## src/hw/pmp_defs.vh

```
`ifndef PMP_DEFS_VH
`define PMP_DEFS_VH

// Configuration space word addresses
`define USER_ID_FIRST 16'h8000
`define USER_ID_LAST 16'h8003
`define DEVICE_ID_ADDR 16'h8005
`define REVISION_ID_ADDR 16'h8006
`define CFG_SPACE_BIT 15

// Self-write protect selections and region ends
`define WRT_NONE 2'b11
`define WRT_BOOT 2'b10
`define WRT_HALF 2'b01
`define WRT_ALL 2'b00
`define BOOT_END 16'h01ff
`define HALF_END 16'h0fff
`define ALL_END 16'h1fff

// Erased and safe values
`define ERASED_WORD 14'h3fff
`define CP_ERASED 1'b1
`define CP_SAFE 1'b0
`define ZERO_WORD 14'h0000

// Bus word indices of own registers
`define REG_STATUS 16'h0000
`define REG_CONTROL 16'h0001

// Status fields
`define ST_CP 0
`define ST_WRT_LO 1
`define ST_WRT_HI 2
`define ST_DEBUG 3
`define ST_LOADED 4
`define ST_CPU_BLOCKED 5
`define ST_PRG_REFUSED 6

// Control fields
`define CTL_PRG_LOCK 0
`define CTL_CLEAR_FLAGS 1

`define RESP_OKAY 2'b00
`define RESP_SLVERR 2'b10

`endif

```

## src/hw/program_memory_protect_and_id.v

```verilog
// Overview of operation
// - CPU program reads always pass through.
// - Protected: programmer writes refused, reads zero.
// - CPU program writes gated only by self-write setting.
// - Two-bit field sizes the shielded region.
// - Block CPU writes inside region, allow outside.
// - Four user ID words readable and writable.
// - Device and revision words fixed, read-only.
// - Programmer can read both identity words.
// - Code protect clears only by bulk erase.
//
// The AXI4-Lite slave port is this design's own decision.
`include "pmp_defs.vh"

module program_memory_protect_and_id #(
  // Arbitrary values, not any real part
  parameter [13:0] DEVICE_ID = 14'h1234,
  parameter [13:0] REVISION_ID = 14'h0001
) (
  input wire clk,
  input wire resetn,
  input wire clk_en,
  input wire nv_code_protect_n,
  input wire [1:0] nv_self_write_protect_sel,
  input wire nv_debug_disable,
  input wire cpu_req,
  input wire cpu_we,
  input wire [15:0] cpu_addr,
  input wire [13:0] cpu_wdata,
  output wire cpu_ready,
  output reg cpu_done,
  output reg cpu_refused,
  output reg [13:0] cpu_rdata,
  input wire prg_req,
  input wire prg_we,
  input wire [15:0] prg_addr,
  input wire [13:0] prg_wdata,
  input wire prg_bulk_erase,
  output wire prg_ready,
  output reg prg_done,
  output reg prg_refused,
  output reg [13:0] prg_rdata,
  output wire [15:0] flash_addr,
  output wire flash_wr_en,
  output wire [13:0] flash_wr_data,
  input wire [13:0] flash_rd_data,
  output reg flash_erase,
  input wire awvalid,
  output wire awready,
  input wire [17:0] awaddr,
  input wire wvalid,
  output wire wready,
  input wire [31:0] wdata,
  input wire [3:0] wstrb,
  output reg bvalid,
  input wire bready,
  output reg [1:0] bresp,
  input wire arvalid,
  output wire arready,
  input wire [17:0] araddr,
  output reg rvalid,
  input wire rready,
  output reg [31:0] rdata,
  output reg [1:0] rresp
);

  reg loaded;
  reg code_protect_n;
  reg [1:0] self_write_protect_sel;
  reg debug_disable;
  reg prg_lock;
  reg cpu_blocked_flag;
  reg prg_refused_flag;
  reg [13:0] user_id [0:3];
  reg aw_held;
  reg w_held;
  reg [15:0] aw_index;
  reg [31:0] w_data;
  reg [1:0] w_strb;
  wire cpu_wr_blocked;

  // CPU has priority; programmer waits for a free cycle
  wire sel_cpu = loaded & cpu_req;
  wire sel_prg = loaded & prg_req & ~cpu_req & ~prg_lock;
  wire [15:0] acc_addr = sel_cpu ? cpu_addr : prg_addr;
  wire acc_we = sel_cpu ? cpu_we : prg_we;
  wire in_cfg = acc_addr[`CFG_SPACE_BIT];
  wire user_hit = (acc_addr >= `USER_ID_FIRST) & (acc_addr <= `USER_ID_LAST);
  wire cfg_ro_write = acc_we & in_cfg & ~user_hit;

  assign cpu_ready = sel_cpu;
  assign prg_ready = sel_prg;

  write_region_check region_check (
    .addr(cpu_addr),
    .sel(self_write_protect_sel),
    .blocked(cpu_wr_blocked)
  );

  wire cpu_prog_wr = sel_cpu & cpu_we & ~in_cfg & ~cpu_wr_blocked;
  wire prg_prog_wr = sel_prg & prg_we & ~in_cfg & code_protect_n;
  assign flash_wr_en = cpu_prog_wr | prg_prog_wr;
  assign flash_addr = acc_addr;
  assign flash_wr_data = sel_cpu ? cpu_wdata : prg_wdata;

  wire cpu_refuse_now = sel_cpu & ((cpu_we & ~in_cfg & cpu_wr_blocked) | cfg_ro_write);
  wire prg_refuse_now = sel_prg & ((prg_we & ~in_cfg & ~code_protect_n) | cfg_ro_write);
  wire port_user_wr = (sel_cpu | sel_prg) & acc_we & user_hit;

  function [13:0] cfg_read;
    input [15:0] a;
    begin
      if ((a >= `USER_ID_FIRST) && (a <= `USER_ID_LAST))
        cfg_read = user_id[a[1:0]];
      else if (a == `DEVICE_ID_ADDR)
        cfg_read = DEVICE_ID;
      else if (a == `REVISION_ID_ADDR)
        cfg_read = REVISION_ID;
      else
        cfg_read = `ZERO_WORD;
    end
  endfunction

  // Settings capture and access answers
  always @(posedge clk) begin
    if (!resetn) begin
      loaded <= 1'b0;
      code_protect_n <= `CP_SAFE;
      self_write_protect_sel <= `WRT_ALL;
      debug_disable <= 1'b1;
      cpu_done <= 1'b0;
      cpu_refused <= 1'b0;
      cpu_rdata <= `ZERO_WORD;
      prg_done <= 1'b0;
      prg_refused <= 1'b0;
      prg_rdata <= `ZERO_WORD;
      flash_erase <= 1'b0;
    end else if (clk_en) begin
      cpu_done <= sel_cpu;
      prg_done <= sel_prg;
      cpu_refused <= cpu_refuse_now;
      prg_refused <= prg_refuse_now;
      flash_erase <= 1'b0;
      if (!loaded) begin
        loaded <= 1'b1;
        code_protect_n <= nv_code_protect_n;
        self_write_protect_sel <= nv_self_write_protect_sel;
        debug_disable <= nv_debug_disable;
      end else if (prg_bulk_erase && !prg_lock) begin
        code_protect_n <= `CP_ERASED;
        self_write_protect_sel <= `WRT_NONE;
        flash_erase <= 1'b1;
      end
      if (sel_cpu)
        cpu_rdata <= in_cfg ? cfg_read(cpu_addr) : flash_rd_data;
      if (sel_prg)
        prg_rdata <= in_cfg ? cfg_read(prg_addr) : (code_protect_n ? flash_rd_data : `ZERO_WORD);
    end
  end

  // Bus write channel acceptance
  assign awready = ~aw_held & ~bvalid;
  assign wready = ~w_held & ~bvalid;
  wire axi_wr = aw_held & w_held & ~bvalid;
  wire axi_user_hit = (aw_index >= `USER_ID_FIRST) & (aw_index <= `USER_ID_LAST);
  wire axi_ctl_hit = aw_index == `REG_CONTROL;

  always @(posedge clk) begin : user_id_store
    integer i;
    if (!resetn) begin
      for (i = 0; i < 4; i = i + 1)
        user_id[i] <= `ERASED_WORD;
    end else if (clk_en) begin
      if (loaded && prg_bulk_erase && !prg_lock) begin
        for (i = 0; i < 4; i = i + 1)
          user_id[i] <= `ERASED_WORD;
      end else begin
        if (axi_wr && axi_user_hit)
          user_id[aw_index[1:0]] <= {w_strb[1] ? w_data[13:8] : user_id[aw_index[1:0]][13:8],
                                     w_strb[0] ? w_data[7:0] : user_id[aw_index[1:0]][7:0]};
        if (port_user_wr)
          user_id[acc_addr[1:0]] <= flash_wr_data;
      end
    end
  end

  always @(posedge clk) begin
    if (!resetn) begin
      aw_held <= 1'b0;
      w_held <= 1'b0;
      aw_index <= 16'h0000;
      w_data <= 32'h00000000;
      w_strb <= 2'b00;
      bvalid <= 1'b0;
      bresp <= `RESP_OKAY;
      prg_lock <= 1'b0;
      cpu_blocked_flag <= 1'b0;
      prg_refused_flag <= 1'b0;
    end else if (clk_en) begin
      if (awvalid && awready) begin
        aw_held <= 1'b1;
        aw_index <= awaddr[17:2];
      end
      if (wvalid && wready) begin
        w_held <= 1'b1;
        w_data <= wdata;
        w_strb <= wstrb[1:0];
      end
      if (axi_wr) begin
        aw_held <= 1'b0;
        w_held <= 1'b0;
        bvalid <= 1'b1;
        bresp <= (axi_user_hit | axi_ctl_hit) ? `RESP_OKAY : `RESP_SLVERR;
        if (axi_ctl_hit && w_strb[0])
          prg_lock <= w_data[`CTL_PRG_LOCK];
      end else if (bvalid && bready) begin
        bvalid <= 1'b0;
      end
      // Set wins over clear
      if (axi_wr && axi_ctl_hit && w_strb[0] && w_data[`CTL_CLEAR_FLAGS]) begin
        cpu_blocked_flag <= cpu_refuse_now;
        prg_refused_flag <= prg_refuse_now;
      end else begin
        cpu_blocked_flag <= cpu_blocked_flag | cpu_refuse_now;
        prg_refused_flag <= prg_refused_flag | prg_refuse_now;
      end
    end
  end

  // Bus read channel
  assign arready = ~rvalid;
  wire [15:0] ar_index = araddr[17:2];
  reg [31:0] rd_word;
  reg rd_ok;

  always @* begin
    rd_word = 32'h00000000;
    rd_ok = 1'b1;
    if (ar_index == `REG_STATUS) begin
      rd_word[`ST_CP] = code_protect_n;
      rd_word[`ST_WRT_HI:`ST_WRT_LO] = self_write_protect_sel;
      rd_word[`ST_DEBUG] = debug_disable;
      rd_word[`ST_LOADED] = loaded;
      rd_word[`ST_CPU_BLOCKED] = cpu_blocked_flag;
      rd_word[`ST_PRG_REFUSED] = prg_refused_flag;
    end else if (ar_index == `REG_CONTROL) begin
      rd_word[`CTL_PRG_LOCK] = prg_lock;
    end else if (ar_index[`CFG_SPACE_BIT] && (ar_index <= `REVISION_ID_ADDR)) begin
      // Array read here so user ID writes wake this process
      if ((ar_index >= `USER_ID_FIRST) && (ar_index <= `USER_ID_LAST))
        rd_word[13:0] = user_id[ar_index[1:0]];
      else
        rd_word[13:0] = cfg_read(ar_index);
    end else begin
      rd_ok = 1'b0;
    end
  end

  always @(posedge clk) begin
    if (!resetn) begin
      rvalid <= 1'b0;
      rdata <= 32'h00000000;
      rresp <= `RESP_OKAY;
    end else if (clk_en) begin
      if (arvalid && arready) begin
        rvalid <= 1'b1;
        rdata <= rd_word;
        rresp <= rd_ok ? `RESP_OKAY : `RESP_SLVERR;
      end else if (rvalid && rready) begin
        rvalid <= 1'b0;
      end
    end
  end

endmodule

```

## src/hw/write_region_check.v

```verilog
`include "pmp_defs.vh"

module write_region_check (
  input wire [15:0] addr,
  input wire [1:0] sel,
  output reg blocked
);

  always @* begin
    case (sel)
      `WRT_NONE: blocked = 1'b0;
      `WRT_BOOT: blocked = (addr <= `BOOT_END);
      `WRT_HALF: blocked = (addr <= `HALF_END);
      `WRT_ALL: blocked = (addr <= `ALL_END);
      default: blocked = 1'b1;
    endcase
  end

endmodule

```

## config.mk

```make
export PLATFORM = sky130hd
export DESIGN_NAME = program_memory_protect_and_id
export DESIGN_NICKNAME = d
export VERILOG_FILES = /design/src/hw/program_memory_protect_and_id.v /design/src/hw/write_region_check.v
export VERILOG_INCLUDE_DIRS = /design/src /design/src/hw
export SDC_FILE = /design/constraint.sdc
export NUM_CORES = 1
export LEC_CHECK = 0
export BUFFER_PORTS_ARGS = -buffer_cell sky130_fd_sc_hd__buf_2
export CAP_MARGIN = 20
export CORE_MARGIN = 2
export CORE_UTILIZATION = 45
export CTS_CLUSTER_DIAMETER = 120
export DETAILED_ROUTE_END_ITERATION = 12
export PLACE_DENSITY = 0.72
export SETUP_SLACK_MARGIN = 0.02
export SLEW_MARGIN = 25
export SYNTH_ARGS = -nofsm -noshare
export SYNTH_HDL_FRONTEND = slang
export SYNTH_SLANG_ARGS = --single-unit
```

## constraint.sdc

```tcl
create_clock -name clk -period 3.2 [get_ports clk]
set_input_delay 0.16 -clock clk [delete_from_list [all_inputs] [get_ports clk]]
set_output_delay 0.16 -clock clk [all_outputs]
set_load 0.01 [all_outputs]
```

; ---- After elaboration in Yosys (flattened, before gate mapping)
; Memories as Yosys holds them, arrays and structs flattened.
; Cells that the tools add are included.
[word_totals]
ram_bits = 56
in_bits = 163
reg_bits = 95
n_memories = 1
[memory_table]
columns = memory, words, width, rd, rd_ports_with_merged_regs, wr, line
row1 = user_id, 4, 14, 3, 0, 4, program_memory_protect_and_id.v:74  ; reg [13:0] user_id [0:3];
[classes]
n_bitwise = 48
magnitude_cmp = 14
reduce_logical = 41
mux = 69
n_eq_ne = 14
[ops]
columns = op, n
row1 = 14-bit 2-to-1 mux, 15
row2 = 16-bit == test (second input constant), 6
row3 = 16-bit <= comparator (second input constant), 6
row4 = 16-bit greater-or-equal comparator (second input constant), 5
row5 = 13-bit 2-to-1 mux, 3
row6 = 1-bit 2-to-1 mux, 38
row7 = 16-bit by 1-bit == test with 1-bit output (second input constant), 2
row8 = 2-bit AND reduction, 14
row9 = 14-bit OR reduction, 2
row10 = 1-bit AND, 26
row11 = 1-bit logical AND, 17
row12 = 16-bit by 12-bit <= comparator with 1-bit output (second input constant), 1
row13 = 16-bit by 13-bit <= comparator with 1-bit output (second input constant), 1
row14 = 16-bit by 9-bit <= comparator with 1-bit output (second input constant), 1
row15 = 16-bit logical NOT, 1
row16 = 16-bit 2-to-1 mux, 1
row17 = 2-bit 2-to-1 mux, 7
row18 = 7-bit 2-to-1 mux, 2
row19 = 1-bit NOT, 11
row20 = 1-bit OR, 11
row21 = 8-bit 2-to-1 mux, 1
row22 = 2-bit nonzero test, 4
row23 = 6-bit 2-to-1 mux, 1
row24 = 2-bit == test (second input constant), 2
row25 = 7 further kinds, 8

; ---- Longest topological paths before layout
[depth]
word_depth = 13
depth_mapped = 8
ltp_nobuf = 6

; ---- Hierarchy
; From an unflattened synthesis, not the netlist that was laid out.
[unflattened]
hier_cells = 877
hier_area_um2 = 8660.8
[by_module_without_submodules]
columns = module, cells_per_inst, area_per_inst_um2, instances
row1 = program_memory_protect_and_id, 873, 8635.8, 1
row2 = write_region_check, 4, 25.0, 1

; ---- Worst setup path after synthesis
; Ideal clock, no wire load.
[synth_timing]
path_kind = flip-flop to flip-flop
start = register prg_lock
end = memory user_id[0][0], enable pin
arrival_ns = 2.138
period_less_slack_ns = 2.476
setup_slack_ns = 0.724
setup_time_ns = 0.337
path_stages_with_launch = 7
path_buffers = 1
path_cell_list = dfxtp_1 > or4bb_1 > a211o_1 > a221oi_4 > nand3_4 > buf_6 > nand3_1
[synth_lines]
columns = element, line
row1 = "start, declared", program_memory_protect_and_id.v:71  ; reg prg_lock;
row2 = "start signal, assigned", program_memory_protect_and_id.v:215  ; prg_lock <= w_data[`CTL_PRG_LOCK];
row3 = "end, declared", program_memory_protect_and_id.v:74

==> metrics.txt <==
status completed; vias in the first global route 7,182; total die area 19,700 µm²; share of cells above drive strength 1 29.5%; Final Wtd Congestion 0.924; number of synthesized flops with an enable pin 56; Reg power frac 45.0%; H-tree depth 4; Layout area overhead 26.0%; final total power 4560 µW; Setup CP Type flop to flop; Total Wirelength 25,300 µm; drt first pass iters 6; Max Fclk 365 MHz; Worst Path Required 3.27 ns; crit end category flop; Hold/Removal Path Class input port to flop; Clock power frac 41.6%; Critical Path AT 2.81 ns; crit-path max cell delay 0.53 ns; fin cells 1,367; fin. max-slew vios 0; PwrDens 433 nW/µm²; final setup skew 0.0103 ns; DR WL/cell 18.5 µm; worst-path cell chain or4bb_1, a211o_1, a221oi_4, nand3_4, nand3_1; routed vias/inst 5.78; sw power 1190 µW; max_slew headroom 37.8%; clk sink count 149; register area share after synthesis 42.4%; n_diodes 0; Die Span X 140 µm; Initial Utilization 46.2%; initial antenna violation count 0; DR vias 7,904; max-cap viol count 0; unique cell type count in the Yosys netlist 60; Worst Max-Slew Pin Slew 0.928 ns; clk root buf clkbuf_16; Final Critical Period 2.74 ns; Skew-Pair Late Insertion Delay 0.42 ns; peak supply drop 0.336 mV; final setup violating endpoints 0; total of fill cells in the finished design 1,587; core area 18,100 µm²; IO Pins 270; combinational fraction of design power 13.4%; Yosys warnings 0; slowest stage cell, crit path or4bb_1; asr flop ratio synth 0%; maximum root-to-sink buffer count 2; Setup crit start kind flop; Worst Path Buf+Inv 0; register bit total from synthesis 149; Fin. Hold Viols 0; critical path's top delay family simple AND/OR/NAND/NOR gates; static leakage 0.00464 µW; Final HPWL DP 19,200 µm; largest net degree at the start of global routing 51; 1st-iter DRT viols 796; placed cells 1,300; Cells after Synth 883; nets 1,288; fin crit share 85.7%; Die Ht 140 µm; pre-CTS setup slack 0.472 ns; global-route wire length before repair 39,200 µm; setup TNS 0 ns; TritonCTS buffer count 17; TritonCTS clock tree built; Worst Path Max Fanout 9; setup ws final 0.458 ns; GRT Overall Usage 25.4%; synthesized cell area 8360 µm²; Worst-path clk slew 0.07 ns; FP Rows 49; total grt overflow 0; RSZ-0062 raised after global routing false; Int Pwr 3370 µW; setup bufs post-CTS 0; ys flop type dfxtp_1; synthesized area per cell 9.47 µm²; CTS-repair resized insts 0; drt drc 0; DRT antenna net count 0; Switching Share 26.1%; IO buf count 225
[power groups by stage]
stage,clock network (µW),registers (µW),logic (µW)
floorplan,0,2090,347
global placement,0,2090,566
detailed placement,0,2090,574
CTS,1910,2050,609
global route,2000,2060,674
finish,1900,2060,613
[worst reg2reg max path, cell delays in order, from the launching register on]
cell and delay, ns:
dfxtp_1 0.38, or4bb_1 0.53, a211o_1 0.35, a221oi_4 0.48, nand3_4 0.26, nand3_1 0.39
[logic make-up after synthesis]
kind of cell	synth area share [%]
and+or+nand+nor	18.6
DFF	42.4
muxes	19.7
buffers and inverters	5.82
other	0.0448
AOI/OAI and AO/OA	13.5
[worst paths after layout]
path	start	to	slack (ns)	cells after the start
setup / recovery	prg_lock	user_id[0][5]	0.46	5
hold / removal	rready	rvalid	0.009	4
setup reg to reg	prg_lock	user_id[0][5]	0.46	5
hold reg to reg	aw_index[14]	aw_index[14]	0.45	2
[per-stage QoR]
step	instance area, µm²	hold slack (ns)	util, %
floorplan	8430	0.285	-
global placement	9630	0.375	53.2
detailed placement	9630	0.381	53.2
CTS	10500	0.00281	58.3
global route	10500	0.00769	58.3
finish	10500	0.00940	58.3
[flip-flops by register name, summed over array words and instances, names as in the netlist, 2 cells and up]
name	flops
w_strb	2
aw_index	16
w_data	14
prg_rdata	14
rdata	14
self_write_protect_sel	2
cpu_rdata	14
user_id	56
[repair_timing]
| action | 4_1_cts | 5_1_grt |
|---|---|---|
| endpoints found under the hold margin | 35 | 0 |
| hold buffers | 35 | 0 |
| endpoints found under the setup margin | 0 | 0 |
[area by class of cell]
class | instances | area, µm² | area share [%]
Multi-Input combinational cell | 652 | 4420 | 42.0
Sequential cell | 149 | 3540 | 33.6
Timing Repair Buffer | 281 | 1630 | 15.5
Clock buffer | 20 | 458 | 4.35
Tap cell | 229 | 287 | 2.72
Clock inverter | 12 | 104 | 0.985
Inverter | 24 | 90.1 | 0.855
[synth_stat cells (all sizes together) (2+ instances only)]
cell type	number	area [µm²]
o21ai	40	200
nor2	97	364
nor3	9	45.0
nand3b	4	42.5
and3	2	12.5
dfxtp	93	1860
mux4	38	856
a31oi	11	68.8
clkbuf	47	176
mux2i	77	778
a211o	2	17.5
a211oi	7	52.6
nor4	10	68.8
inv	23	86.3
a221oi	7	78.8
a311oi	2	17.5
o221a	3	33.8
nor2b	6	37.5
a22oi	21	158
buf	30	220
nand2b	9	56.3
and2	5	31.3
a21oi	85	425
edfxtp	56	1680
o31ai	3	22.5
nand2	120	450
o211ai	2	15.0
nand3	40	250
nand4	12	75.1
nor4b	2	17.5
[cells in the final DEF, fill, tap and decap left out, types with 7 or more instances in the layout]
cell type and n:
nand4_1 12, buf_2 225, mux4_2 38, o21ai_0 37
a211oi_1 7, a31oi_1 11, a21oi_1 84, nor4_1 9
nor2_1 97, edfxtp_1 56, inv_1 18, dfxtp_1 93
buf_4 21, nand2_1 119, a22oi_1 21, nor3_1 9
mux2i_1 75, dlygate4sd3_1 35, nand2b_1 9, clkbuf_16 18
nand3_1 36, conb_1 20
[metal layers]
| metal | wire (µm) | global-route usage, % |
|---|---|---|
| met1 | 10600 | 35.3 |
| met2 | 11600 | 40.0 |
| met3 | 2470 | 5.47 |
| met4 | 594 | 7.87 |
| met5 | 0 | 0 |
(Power assumes the default switching activity.)
